$ cat src/shared/ubg_map.svh
// register map, field positions, reset values and divide ratios of the baud rate generator
// assumes a 32-bit classic Wishbone slave with byte addresses and one register per word
`ifndef UBG_MAP_SVH
`define UBG_MAP_SVH

`define UBG_OFS_DIV_LOW   8'h00
`define UBG_OFS_DIV_HIGH  8'h04
`define UBG_OFS_CONTROL   8'h08
`define UBG_OFS_LIVE_CNT  8'h10
`define UBG_OFS_TICK_CNT  8'h14
`define UBG_OFS_RATIO     8'h18

`define UBG_CTL_SYNC      0
`define UBG_CTL_WIDE      1
`define UBG_CTL_HSPD      2
`define UBG_CTL_MASK      8'h07

`define UBG_DIV_RST       8'h00
`define UBG_CTL_RST       8'h00
`define UBG_CNT_RST       16'h0000
`define UBG_PRE_RST       6'h00

// prescaler end counts, one less than the divide factor
`define UBG_LAST_64       6'h3F
`define UBG_LAST_16       6'h0F
`define UBG_LAST_4        6'h03

`endif

$ cat src/shared/ubg_pkg.sv
// types shared by the baud rate generator modules
// assumes ubg_map.svh carries all numeric constants
package ubg_pkg;

   typedef enum logic [2:0] {
      UBG_ASYNC8_LOW,
      UBG_ASYNC8_HIGH,
      UBG_ASYNC16_LOW,
      UBG_ASYNC16_HIGH,
      UBG_SYNC8,
      UBG_SYNC16
   } ubg_mode_t;

   typedef logic [15:0] ubg_div_t;

endpackage

$ cat src/design/ubg_top.sv
// baud rate generator with a classic Wishbone register slave
// assumes one clock, synchronous active-low reset; the shifters consume baudTick
`timescale 1ns/1ps
`default_nettype none
`include "ubg_map.svh"

module ubg_top
   import ubg_pkg::*;
#(
   parameter int ADR_W = 8,
   parameter int PRE_W = 6
) (
   input  wire logic             clk,
   input  wire logic             rst_n,
   input  wire logic             wb_cyc_i,
   input  wire logic             wb_stb_i,
   input  wire logic             wb_we_i,
   input  wire logic [ADR_W-1:0] wb_adr_i,
   input  wire logic [3:0]       wb_sel_i,
   input  wire logic [31:0]      wb_dat_i,
   output var  logic [31:0]      wb_dat_o,
   output var  logic             wb_ack_o,
   output var  logic             divTick,
   output var  logic             baudTick,
   output var  logic             syncMode,
   output var  logic             wideDivisor,
   output var  logic             highSpeed
);

   ////////////////////////////////////////////////////////////////////////////
   // declarations

   logic [7:0]       divLow_ff;
   logic [7:0]       divHigh_ff;
   logic [7:0]       control_ff;
   logic             ack_ff;
   logic [31:0]      rdData_ff;
   logic [31:0]      nxt_rdData;
   logic [15:0]      divCount_ff;
   logic             divTick_ff;
   logic [15:0]      tickCount_ff;
   ubg_div_t         divisor;
   ubg_mode_t        mode;
   logic [PRE_W-1:0] lastCount;
   logic             reqValid;
   logic             wrAccept;
   logic             wrLane0;
   logic             hitDivLow;
   logic             hitDivHigh;
   logic             hitControl;
   logic             hitTickCnt;
   logic             restart;
   logic             preTick;
   logic [6:0]       totalFactor;

   ////////////////////////////////////////////////////////////////////////////
   // bus slave: ack one cycle after the request, write at the edge sampling ack

   assign reqValid = wb_cyc_i & wb_stb_i;

   // a write lands at the edge where the master sees ack high
   assign wrAccept = reqValid & wb_we_i & ack_ff;
   assign wrLane0  = wrAccept & wb_sel_i[0];

   assign hitDivLow  = (wb_adr_i[ADR_W-1:2] == `UBG_OFS_DIV_LOW  >> 2);
   assign hitDivHigh = (wb_adr_i[ADR_W-1:2] == `UBG_OFS_DIV_HIGH >> 2);
   assign hitControl = (wb_adr_i[ADR_W-1:2] == `UBG_OFS_CONTROL  >> 2);
   assign hitTickCnt = (wb_adr_i[ADR_W-1:2] == `UBG_OFS_TICK_CNT >> 2);

   always_ff @(posedge clk) begin
      if (!rst_n) begin
         ack_ff <= 1'b0;
      end else begin
         // drops the cycle after it was given, so every access costs two edges
         ack_ff <= reqValid & ~ack_ff;
      end
   end

   always_comb begin
      nxt_rdData = 32'h0000_0000;
      case (wb_adr_i[ADR_W-1:2])
         `UBG_OFS_DIV_LOW  >> 2: nxt_rdData[7:0]  = divLow_ff;
         `UBG_OFS_DIV_HIGH >> 2: nxt_rdData[7:0]  = divHigh_ff;
         `UBG_OFS_CONTROL  >> 2: nxt_rdData[7:0]  = control_ff;
         `UBG_OFS_LIVE_CNT >> 2: nxt_rdData[15:0] = divCount_ff;
         `UBG_OFS_TICK_CNT >> 2: nxt_rdData[15:0] = tickCount_ff;
         `UBG_OFS_RATIO    >> 2: nxt_rdData[6:0]  = totalFactor;
         default:                nxt_rdData       = 32'h0000_0000;
      endcase
   end

   always_ff @(posedge clk) begin
      if (!rst_n) begin
         rdData_ff <= 32'h0000_0000;
      end else if (reqValid & ~ack_ff & ~wb_we_i) begin
         rdData_ff <= nxt_rdData;
      end else begin
         // cleared at the ack edge so data stands only beside ack
         rdData_ff <= 32'h0000_0000;
      end
   end

   assign wb_ack_o = ack_ff;
   assign wb_dat_o = rdData_ff;

   ////////////////////////////////////////////////////////////////////////////
   // divisor and control registers

   always_ff @(posedge clk) begin
      if (!rst_n) begin
         divLow_ff <= `UBG_DIV_RST;
      end else if (wrLane0 & hitDivLow) begin
         divLow_ff <= wb_dat_i[7:0];
      end
   end

   always_ff @(posedge clk) begin
      if (!rst_n) begin
         divHigh_ff <= `UBG_DIV_RST;
      end else if (wrLane0 & hitDivHigh) begin
         divHigh_ff <= wb_dat_i[7:0];
      end
   end

   always_ff @(posedge clk) begin
      if (!rst_n) begin
         control_ff <= `UBG_CTL_RST;
      end else if (wrLane0 & hitControl) begin
         // unused control bits stay zero
         control_ff <= wb_dat_i[7:0] & `UBG_CTL_MASK;
      end
   end

   assign syncMode    = control_ff[`UBG_CTL_SYNC];
   assign wideDivisor = control_ff[`UBG_CTL_WIDE];
   assign highSpeed   = control_ff[`UBG_CTL_HSPD];

   ////////////////////////////////////////////////////////////////////////////
   // mode decode

   // restart on the address alone, so a write with lane 0 off still restarts
   assign restart = wrAccept & (hitDivLow | hitDivHigh | hitControl);

   // high byte only joins the divisor in wide mode
   assign divisor = wideDivisor ? {divHigh_ff, divLow_ff}
                                : {8'h00, divLow_ff};

   always_comb begin
      if (syncMode) begin
         // speed bit deliberately not looked at here
         mode = wideDivisor ? UBG_SYNC16 : UBG_SYNC8;
      end else if (wideDivisor) begin
         mode = highSpeed ? UBG_ASYNC16_HIGH : UBG_ASYNC16_LOW;
      end else begin
         mode = highSpeed ? UBG_ASYNC8_HIGH : UBG_ASYNC8_LOW;
      end
   end

   always_comb begin
      case (mode)
         UBG_ASYNC8_LOW:   lastCount = PRE_W'(`UBG_LAST_64);
         UBG_ASYNC8_HIGH:  lastCount = PRE_W'(`UBG_LAST_16);
         UBG_ASYNC16_LOW:  lastCount = PRE_W'(`UBG_LAST_16);
         UBG_ASYNC16_HIGH: lastCount = PRE_W'(`UBG_LAST_4);
         UBG_SYNC8:        lastCount = PRE_W'(`UBG_LAST_4);
         UBG_SYNC16:       lastCount = PRE_W'(`UBG_LAST_4);
         default:          lastCount = PRE_W'(`UBG_LAST_64);
      endcase
   end

   assign totalFactor = 7'(lastCount) + 7'h01;

   ////////////////////////////////////////////////////////////////////////////
   // divider counter: counts 0..n, so one tick every n+1 clocks

   always_ff @(posedge clk) begin
      if (!rst_n) begin
         divCount_ff <= `UBG_CNT_RST;
      end else if (restart) begin
         divCount_ff <= `UBG_CNT_RST;
      end else if (divCount_ff >= divisor) begin
         divCount_ff <= `UBG_CNT_RST;
      end else begin
         divCount_ff <= 16'(divCount_ff + 1'b1);
      end
   end

   always_ff @(posedge clk) begin
      if (!rst_n) begin
         divTick_ff <= 1'b0;
      end else begin
         divTick_ff <= ~restart & (divCount_ff >= divisor);
      end
   end

   assign divTick = divTick_ff;

   ubg_prescaler #(
      .W (PRE_W)
   ) u_prescaler (
      .clk       (clk),
      .rst_n     (rst_n),
      .restart   (restart),
      .inTick    (divTick_ff),
      .lastCount (lastCount),
      .outTick   (preTick),
      .position  ()
   );

   assign baudTick = preTick;

   ////////////////////////////////////////////////////////////////////////////
   // bit-time tick counter, software clears it by writing its word

   always_ff @(posedge clk) begin
      if (!rst_n) begin
         tickCount_ff <= `UBG_CNT_RST;
      end else if (wrAccept & hitTickCnt) begin
         // a tick in the clearing cycle is kept, not lost
         tickCount_ff <= preTick ? 16'h0001 : `UBG_CNT_RST;
      end else if (preTick) begin
         tickCount_ff <= 16'(tickCount_ff + 1'b1);
      end
   end

endmodule // ubg_top

`default_nettype wire

$ cat src/design/ubg_prescaler.sv
// tick prescaler: passes one output tick for every lastCount+1 input ticks
// assumes inTick is a one-cycle pulse on clk and restart is synchronous
`timescale 1ns/1ps
`default_nettype none
`include "ubg_map.svh"

module ubg_prescaler
   import ubg_pkg::*;
#(
   parameter int W = 6
) (
   input  wire logic         clk,
   input  wire logic         rst_n,
   input  wire logic         restart,
   input  wire logic         inTick,
   input  wire logic [W-1:0] lastCount,
   output var  logic         outTick,
   output var  logic [W-1:0] position
);

   logic [W-1:0] count_ff;
   logic         outTick_ff;

   always_ff @(posedge clk) begin
      if (!rst_n) begin
         count_ff <= W'(`UBG_PRE_RST);
      end else if (restart) begin
         count_ff <= W'(`UBG_PRE_RST);
      end else if (inTick) begin
         // >= keeps a lowered end count from running all the way round
         if (count_ff >= lastCount) begin
            count_ff <= W'(`UBG_PRE_RST);
         end else begin
            count_ff <= W'(count_ff + 1'b1);
         end
      end
   end

   always_ff @(posedge clk) begin
      if (!rst_n) begin
         outTick_ff <= 1'b0;
      end else begin
         outTick_ff <= inTick & ~restart & (count_ff >= lastCount);
      end
   end

   assign outTick  = outTick_ff;
   assign position = count_ff;

endmodule // ubg_prescaler

`default_nettype wire

$ cat config.mk
export PLATFORM = sky130hd
export DESIGN_NAME = ubg_top
export DESIGN_NICKNAME = d
export VERILOG_FILES = /design/src/shared/ubg_pkg.sv /design/src/design/ubg_top.sv /design/src/design/ubg_prescaler.sv
export VERILOG_INCLUDE_DIRS = /design/src /design/src/shared
export SDC_FILE = /design/constraint.sdc
export NUM_CORES = 1
export LEC_CHECK = 0
export ABC_CLOCK_PERIOD_IN_PS = 4200
export BUFFER_PORTS_ARGS = -buffer_cell sky130_fd_sc_hd__buf_2
export CELL_PAD_IN_SITES_DETAIL_PLACEMENT = 0
export CELL_PAD_IN_SITES_GLOBAL_PLACEMENT = 2
export CORE_MARGIN = 8
export CORE_UTILIZATION = 30
export CTS_BUF_LIST = sky130_fd_sc_hd__clkbuf_4
export DETAILED_ROUTE_END_ITERATION = 6
export GPL_TIMING_DRIVEN = 0
export PLACE_DENSITY = 0.77
export REMOVE_ABC_BUFFERS = 1
export SLEW_MARGIN = 20
export SYNTH_ARGS = -nofsm -noshare
export SYNTH_HDL_FRONTEND = slang
export SYNTH_HIERARCHICAL = 1
export SYNTH_SLANG_ARGS = --single-unit
$ cat constraint.sdc
create_clock -name clk -period 4.2 [get_ports clk]
set_input_delay 1.05 -clock clk [delete_from_list [all_inputs] [get_ports clk]]
set_output_delay 1.05 -clock clk [all_outputs]
set_load 0.05 [all_outputs]
Word level (Yosys, flattened, before mapping)
Cells that the tools add are included.

word-level totals
  input bits = 49
  output and inout bits = 38
  register bits after elaboration = 92
  word-level logic and storage cells = 68

cells by class
  magnitude comparators = 2
  reduce and logical (&&, ||, !) cells = 7
  eq/ne operators = 10
  add/subtract/negate cells = 4
  bitwise gates (word level) = 20
  muxes and demuxes = 14

operator list
  cell                   number
  $mux 16                3
  $pmux 7 s6             1
  $add 16x1->16 const B  2
  $eq 6x3->1 const B     3
  $ge 16x16->1           1
  $pmux 8 s2             1
  $and 1x1->1            14
  $pmux 6 s2             1
  $add 6x1->7 const B    1
  $add 6x1->6 const B    1
  $eq 3x2->1 const B     2
  $eq 3x3->1 const B     2
  $eq 6x1->1 const B     1
  $eq 6x2->1 const B     1
  $ge 6x6->1             1
  $logic_not 6->1        1
  $mux 6                 1
  $reduce_or 3->1        2
  $mux 1                 4
  $not 1->1              4
  $pmux 1 s4             1
  $reduce_or 2->1        2
  $eq 3x1->1 const B     1
  $mux 3                 1
  other kinds (4)        5

Longest topological paths before layout
  word-level depth = 8
  gate-level depth with buffers = 9
  gate-level depth less buffers = 7

Hierarchy
Netlist, hierarchy kept.

modules (own cells, without submodules)
  module         cells each  area an instance (µm²)  instances  sequential area each (µm²)
  ubg_top        401         3483.3                  1          1381.3
  ubg_prescaler  48          462.9                   1          140.1

Worst setup path before layout
Ideal clock, no wire load.

  kind = input -> register
  from = in wb_adr_i[7]
  to = reg divCount_ff[9]
  arrival time = 2.342 ns
  required time = 4.085 ns
  buffers on the path = 2
  library setup time = 0.115 ns
  cell stages on the path = 7
  setup slack = 1.743 ns
  path through = or4_4 > buf_6 > o31ai_4 > a31oi_1 > nand3b_4 > buf_6 > nor2_1

on the way
  longest elaborated chain between the ends = 5
  elaborated cells on any way between the ends = 7
  classes of those cells = eq/ne (2); bitwise (3); reduce/logical (2)

ends and longest elaborated chain
  what                                                  RTL line                      text
  from (decl)                                           ubg_top.sv:18                 input wire logic [ADR_W-1:0] wb_adr_i,
  $eq 6x1->1 / $logic_not 6->1 (equally long branches)  ubg_top.sv:66, ubg_top.sv:65
  $or 1x1->1                                            ubg_top.sv:142                assign restart = wrAccept & (hitDivLow | hitDivHigh | hitControl);
  $or 1x1->1 *                                          ubg_top.sv:142
  $and 1x1->1 *                                         ubg_top.sv:142
  $reduce_or 3->1 (no source line) *                    --
  to (signal assigned)                                  ubg_top.sv:178                divCount_ff <= `UBG_CNT_RST;
  to (signal assigned)                                  ubg_top.sv:180                divCount_ff <= `UBG_CNT_RST;
  to (signal assigned)                                  ubg_top.sv:182                divCount_ff <= `UBG_CNT_RST;
  to (decl)                                             ubg_top.sv:39                 logic [15:0] divCount_ff;

Every way passes the cells marked *; elsewhere a longest branch is shown, timed or not.
A chain may end at the register's enable or synchronous reset.

Worst setup path after layout
  from = in wb_adr_i[7]
  to = reg divLow_ff[3]

on the way
  longest elaborated chain between the ends = 2

ends and longest elaborated chain
  what                  RTL line        text
  $logic_not 6->1       ubg_top.sv:65   assign hitDivLow = (wb_adr_i[ADR_W-1:2] == `UBG_OFS_DIV_LOW >> 2);
  $and 1x1->1           ubg_top.sv:112  end else if (wrLane0 & hitDivLow) begin
  to (signal assigned)  ubg_top.sv:111  divLow_ff <= `UBG_DIV_RST;
  to (signal assigned)  ubg_top.sv:113  divLow_ff <= wb_dat_i[7:0];
  to (decl)             ubg_top.sv:33   logic [7:0] divLow_ff;

Every way passes these cells.

==> results.md <==
- Setup tns final: 0 ps
- Synth Register Bits: 76
- Pin count of the biggest net entering global routing: 25
- R2R Path End: divCount_ff[6]
- Critical path required time: between 4000 and 5000 ps
- Status: finished clean
- Post-route ant nets: 0
- Final period util: roughly 65%
- Die Area: 0.0171 mm2
- Post-synth ARST share: 0%
- RSZ-0062 raised after global routing: false
- Setup repair bufs after CTS: 0
- Critical Path Source Type: primary input
- Num CTS Buffers: 9
- Worst hold margin: slightly below 500 ps
- Cell Area, Synth: ~0.0039 mm2
- Switch share: roughly a quarter
- R2R depth: 7
- FMAX: between 300 and 400 MHz
- CTS tree: done
- Reg clk slew, reported paths: roughly 110 ps
- Min-delay src: divLow_ff[2]
- Vias: about 3200
- Syn_area_per_cell: around 9 um2
- Vias per inst: 4.81
- Max_slew headroom: between 40% and 50%
- Cell variety after synth: 49
- CP max FO: 17
- Hold Path Sink: divLow_ff[2]
- EDFF count, synth: 0
- Row count: 42
- Pre-CTS WS: between 800 and 900 ps
- Pwr Total: 0.00117 W
- Final setup margin: around 1500 ps
- Worst Setup End Kind: register
- Dominant synthesized flop cell: dfxtp_1
- Drt total wl: ~9900 um
- Tmin final: ~2700 ps
- Max rail drop VDD: 110 uV
- P_sw: 0.000306 W
- Total gr overflow: 0
- Clock share of power: 30.9%
- Root Buffer: clkbuf_4
- Static Leak: 1.60 nW
- Top cells by area, synth: dfxtp_1, ha_1, xor2_1
- Sequential power share: between 60% and 70%
- Area leader, netlist: dfxtp_1
- Clock Skews: 11.1 ps
- DIE HEIGHT: 131 um
- Hpwl dp: 7500 um
- Global-route wire length before repair: approximately 16000 um
- Initial Util: 30.3%
- Area Growth Syn to Fin: 9.80%
- GP Congestion: ~0.82
- Worst skew pair latency: 440 ps
- Final Hold Vio Count: 0
- Multi-input gate area in the final layout: 0.00222 mm2
- Combinational Power Share: a little over 7%
- Final core occ: between 30% and 40%
- # IOs: 87
- Reg area: approximately 0.0015 mm2
- Hold Buf Count CTS: 0
- Most common cell in the netlist: dfxtp_1
- Synth cell count leaders: dfxtp_1, nor2_1, nand2_1, nand3_1, ha_1
- Bufs on Longest Clock Path: 2
- DRC: 0
- Worst Setup SP: wb_adr_i[7]
- Total GRT Usage: approximately 13%
- Final Setup Violations: 0
- Setup Crit Path Kind: in -> reg
- Antenna violations before repair: 1
- Final net count: around 560
- First DRT Iteration DRCs: around 190
- Filler cells: between 1000 and 1500
- Post-synth top area share: 38.6%
- Internal: about 0.00087 W
- R2R Path Start: control_ff[1]
- Sequential fraction of the synthesis area: ~39%
- Data arrival, critical path: roughly 3000 ps
- Core area: between 0.01 and 0.015 mm2
- Post-synthesis cell count: ~450
- Max-cap violation count: 0
- Layout cell share with drive strength beyond 1: about 15%
- PwrDens: approximately 270 mW/mm2
- First-pass DRT Iterations: 4
- Die Wd: between 100 and 150 um
- Reg2reg setup slack: about 1900 ps
- H-tree depth: 3
- Hold path cells: 2
- HP Class: reg -> reg
- Routed len/inst: ~15 um
- Vias in the first global route: just over 3000
- Post-cts sizing count: 0
- Number of port buffers: between 40 and 50
- Slew Viols, Final: 0
- CTS sink count: between 70 and 80
- YS warnings: 6
- Slew @ Worst Pin: 838 ps
[flip-flops by register name (all words and copies together) (netlist names)]
register and flops:
tickCount_ff 16, wb_dat_o 16, u_prescaler/outTick 1, divLow_ff 8, divCount_ff 16, divHigh_ff 8, wb_ack_o 1, divTick 1
u_prescaler/position 6, control_ff 3
[metrics by stage]
step,instances,instance area [um2]
final,666,4330
after global routing,666,4330
after CTS,665,4320
after detailed placement,650,4220
after global placement,650,4220
after floorplan,433,3790
[kinds of logic (layout without fill, tap and decap cells)]
logic type	Yosys count	in the layout	synth area share [%]
flops	76	76	38.6
xor+xnor	35	35	7.77
simple gates	187	187	23.9
other cells	2	19	0.190
compound gates	72	72	13.9
fa+ha+maj	25	25	7.93
buf+inv	50	74	7.20
mux	2	2	0.507
[worst max-delay path by stage]
stage / endpoint / cells past startpoint
floorplan: divHigh_ff[0] / 5
global placement: divHigh_ff[4] / 6
detailed placement: wb_dat_o[7] / 6
CTS: wb_dat_o[7] / 6
global route: wb_dat_o[7] / 6
finish: divLow_ff[3] / 6
[layout make-up]
| type | count | share of cell area, % |
|---|---|---|
| Antenna cell | 1 | 0.0578 |
| Clock buffer | 11 | 1.91 |
| Clock inverter | 4 | 0.404 |
| Inverter | 18 | 1.56 |
| Multi-Input combinational cell | 339 | 51.1 |
| Sequential cell | 76 | 35.1 |
| Tap cell | 176 | 5.08 |
| Timing Repair Buffer | 41 | 4.74 |
[routing by layer]
metal	up-vias	part of all wire (%)	global-route usage, %
li1	1613	-	-
met1	1507	47	16.0
met2	79	46	19.7
met3	7	5.9	2.92
met4	0	1.1	5.87
met5	-	0	0
[worst max-delay path: stages]
cell	delay [ps]
buf_2	110
or4_4	620
nor3_4	640
nand2_1	380
nand2_1	170
a21boi_1	70
[cells in the final DEF, fill, tap and decap left out, drive strengths merged, types with 5 or more instances in the layout]
cell,netlist,layout
a21boi,19,19
a21oi,13,13
a22oi,19,19
buf,23,41
clkbuf,9,11
conb,2,18
dfxtp,76,76
ha,25,25
inv,18,18
nand2,47,47
nand2b,5,5
nand3,33,33
nand4,15,15
nor2,53,53
nor3,14,14
xnor2,11,11
xor2,24,24
[power by group through the flow]
stage / clock network [W] / logic [W] / registers [W]
after floorplan: 0 / 0.0000542 / 0.000746
final: 0.000363 / 0.0000835 / 0.000728
after global placement: 0 / 0.0000815 / 0.000744
after detailed placement: 0 / 0.0000821 / 0.000744
after CTS: 0.000386 / 0.0000825 / 0.000728
after global routing: 0.000421 / 0.0000898 / 0.000729
(Power assumes the default switching activity.)
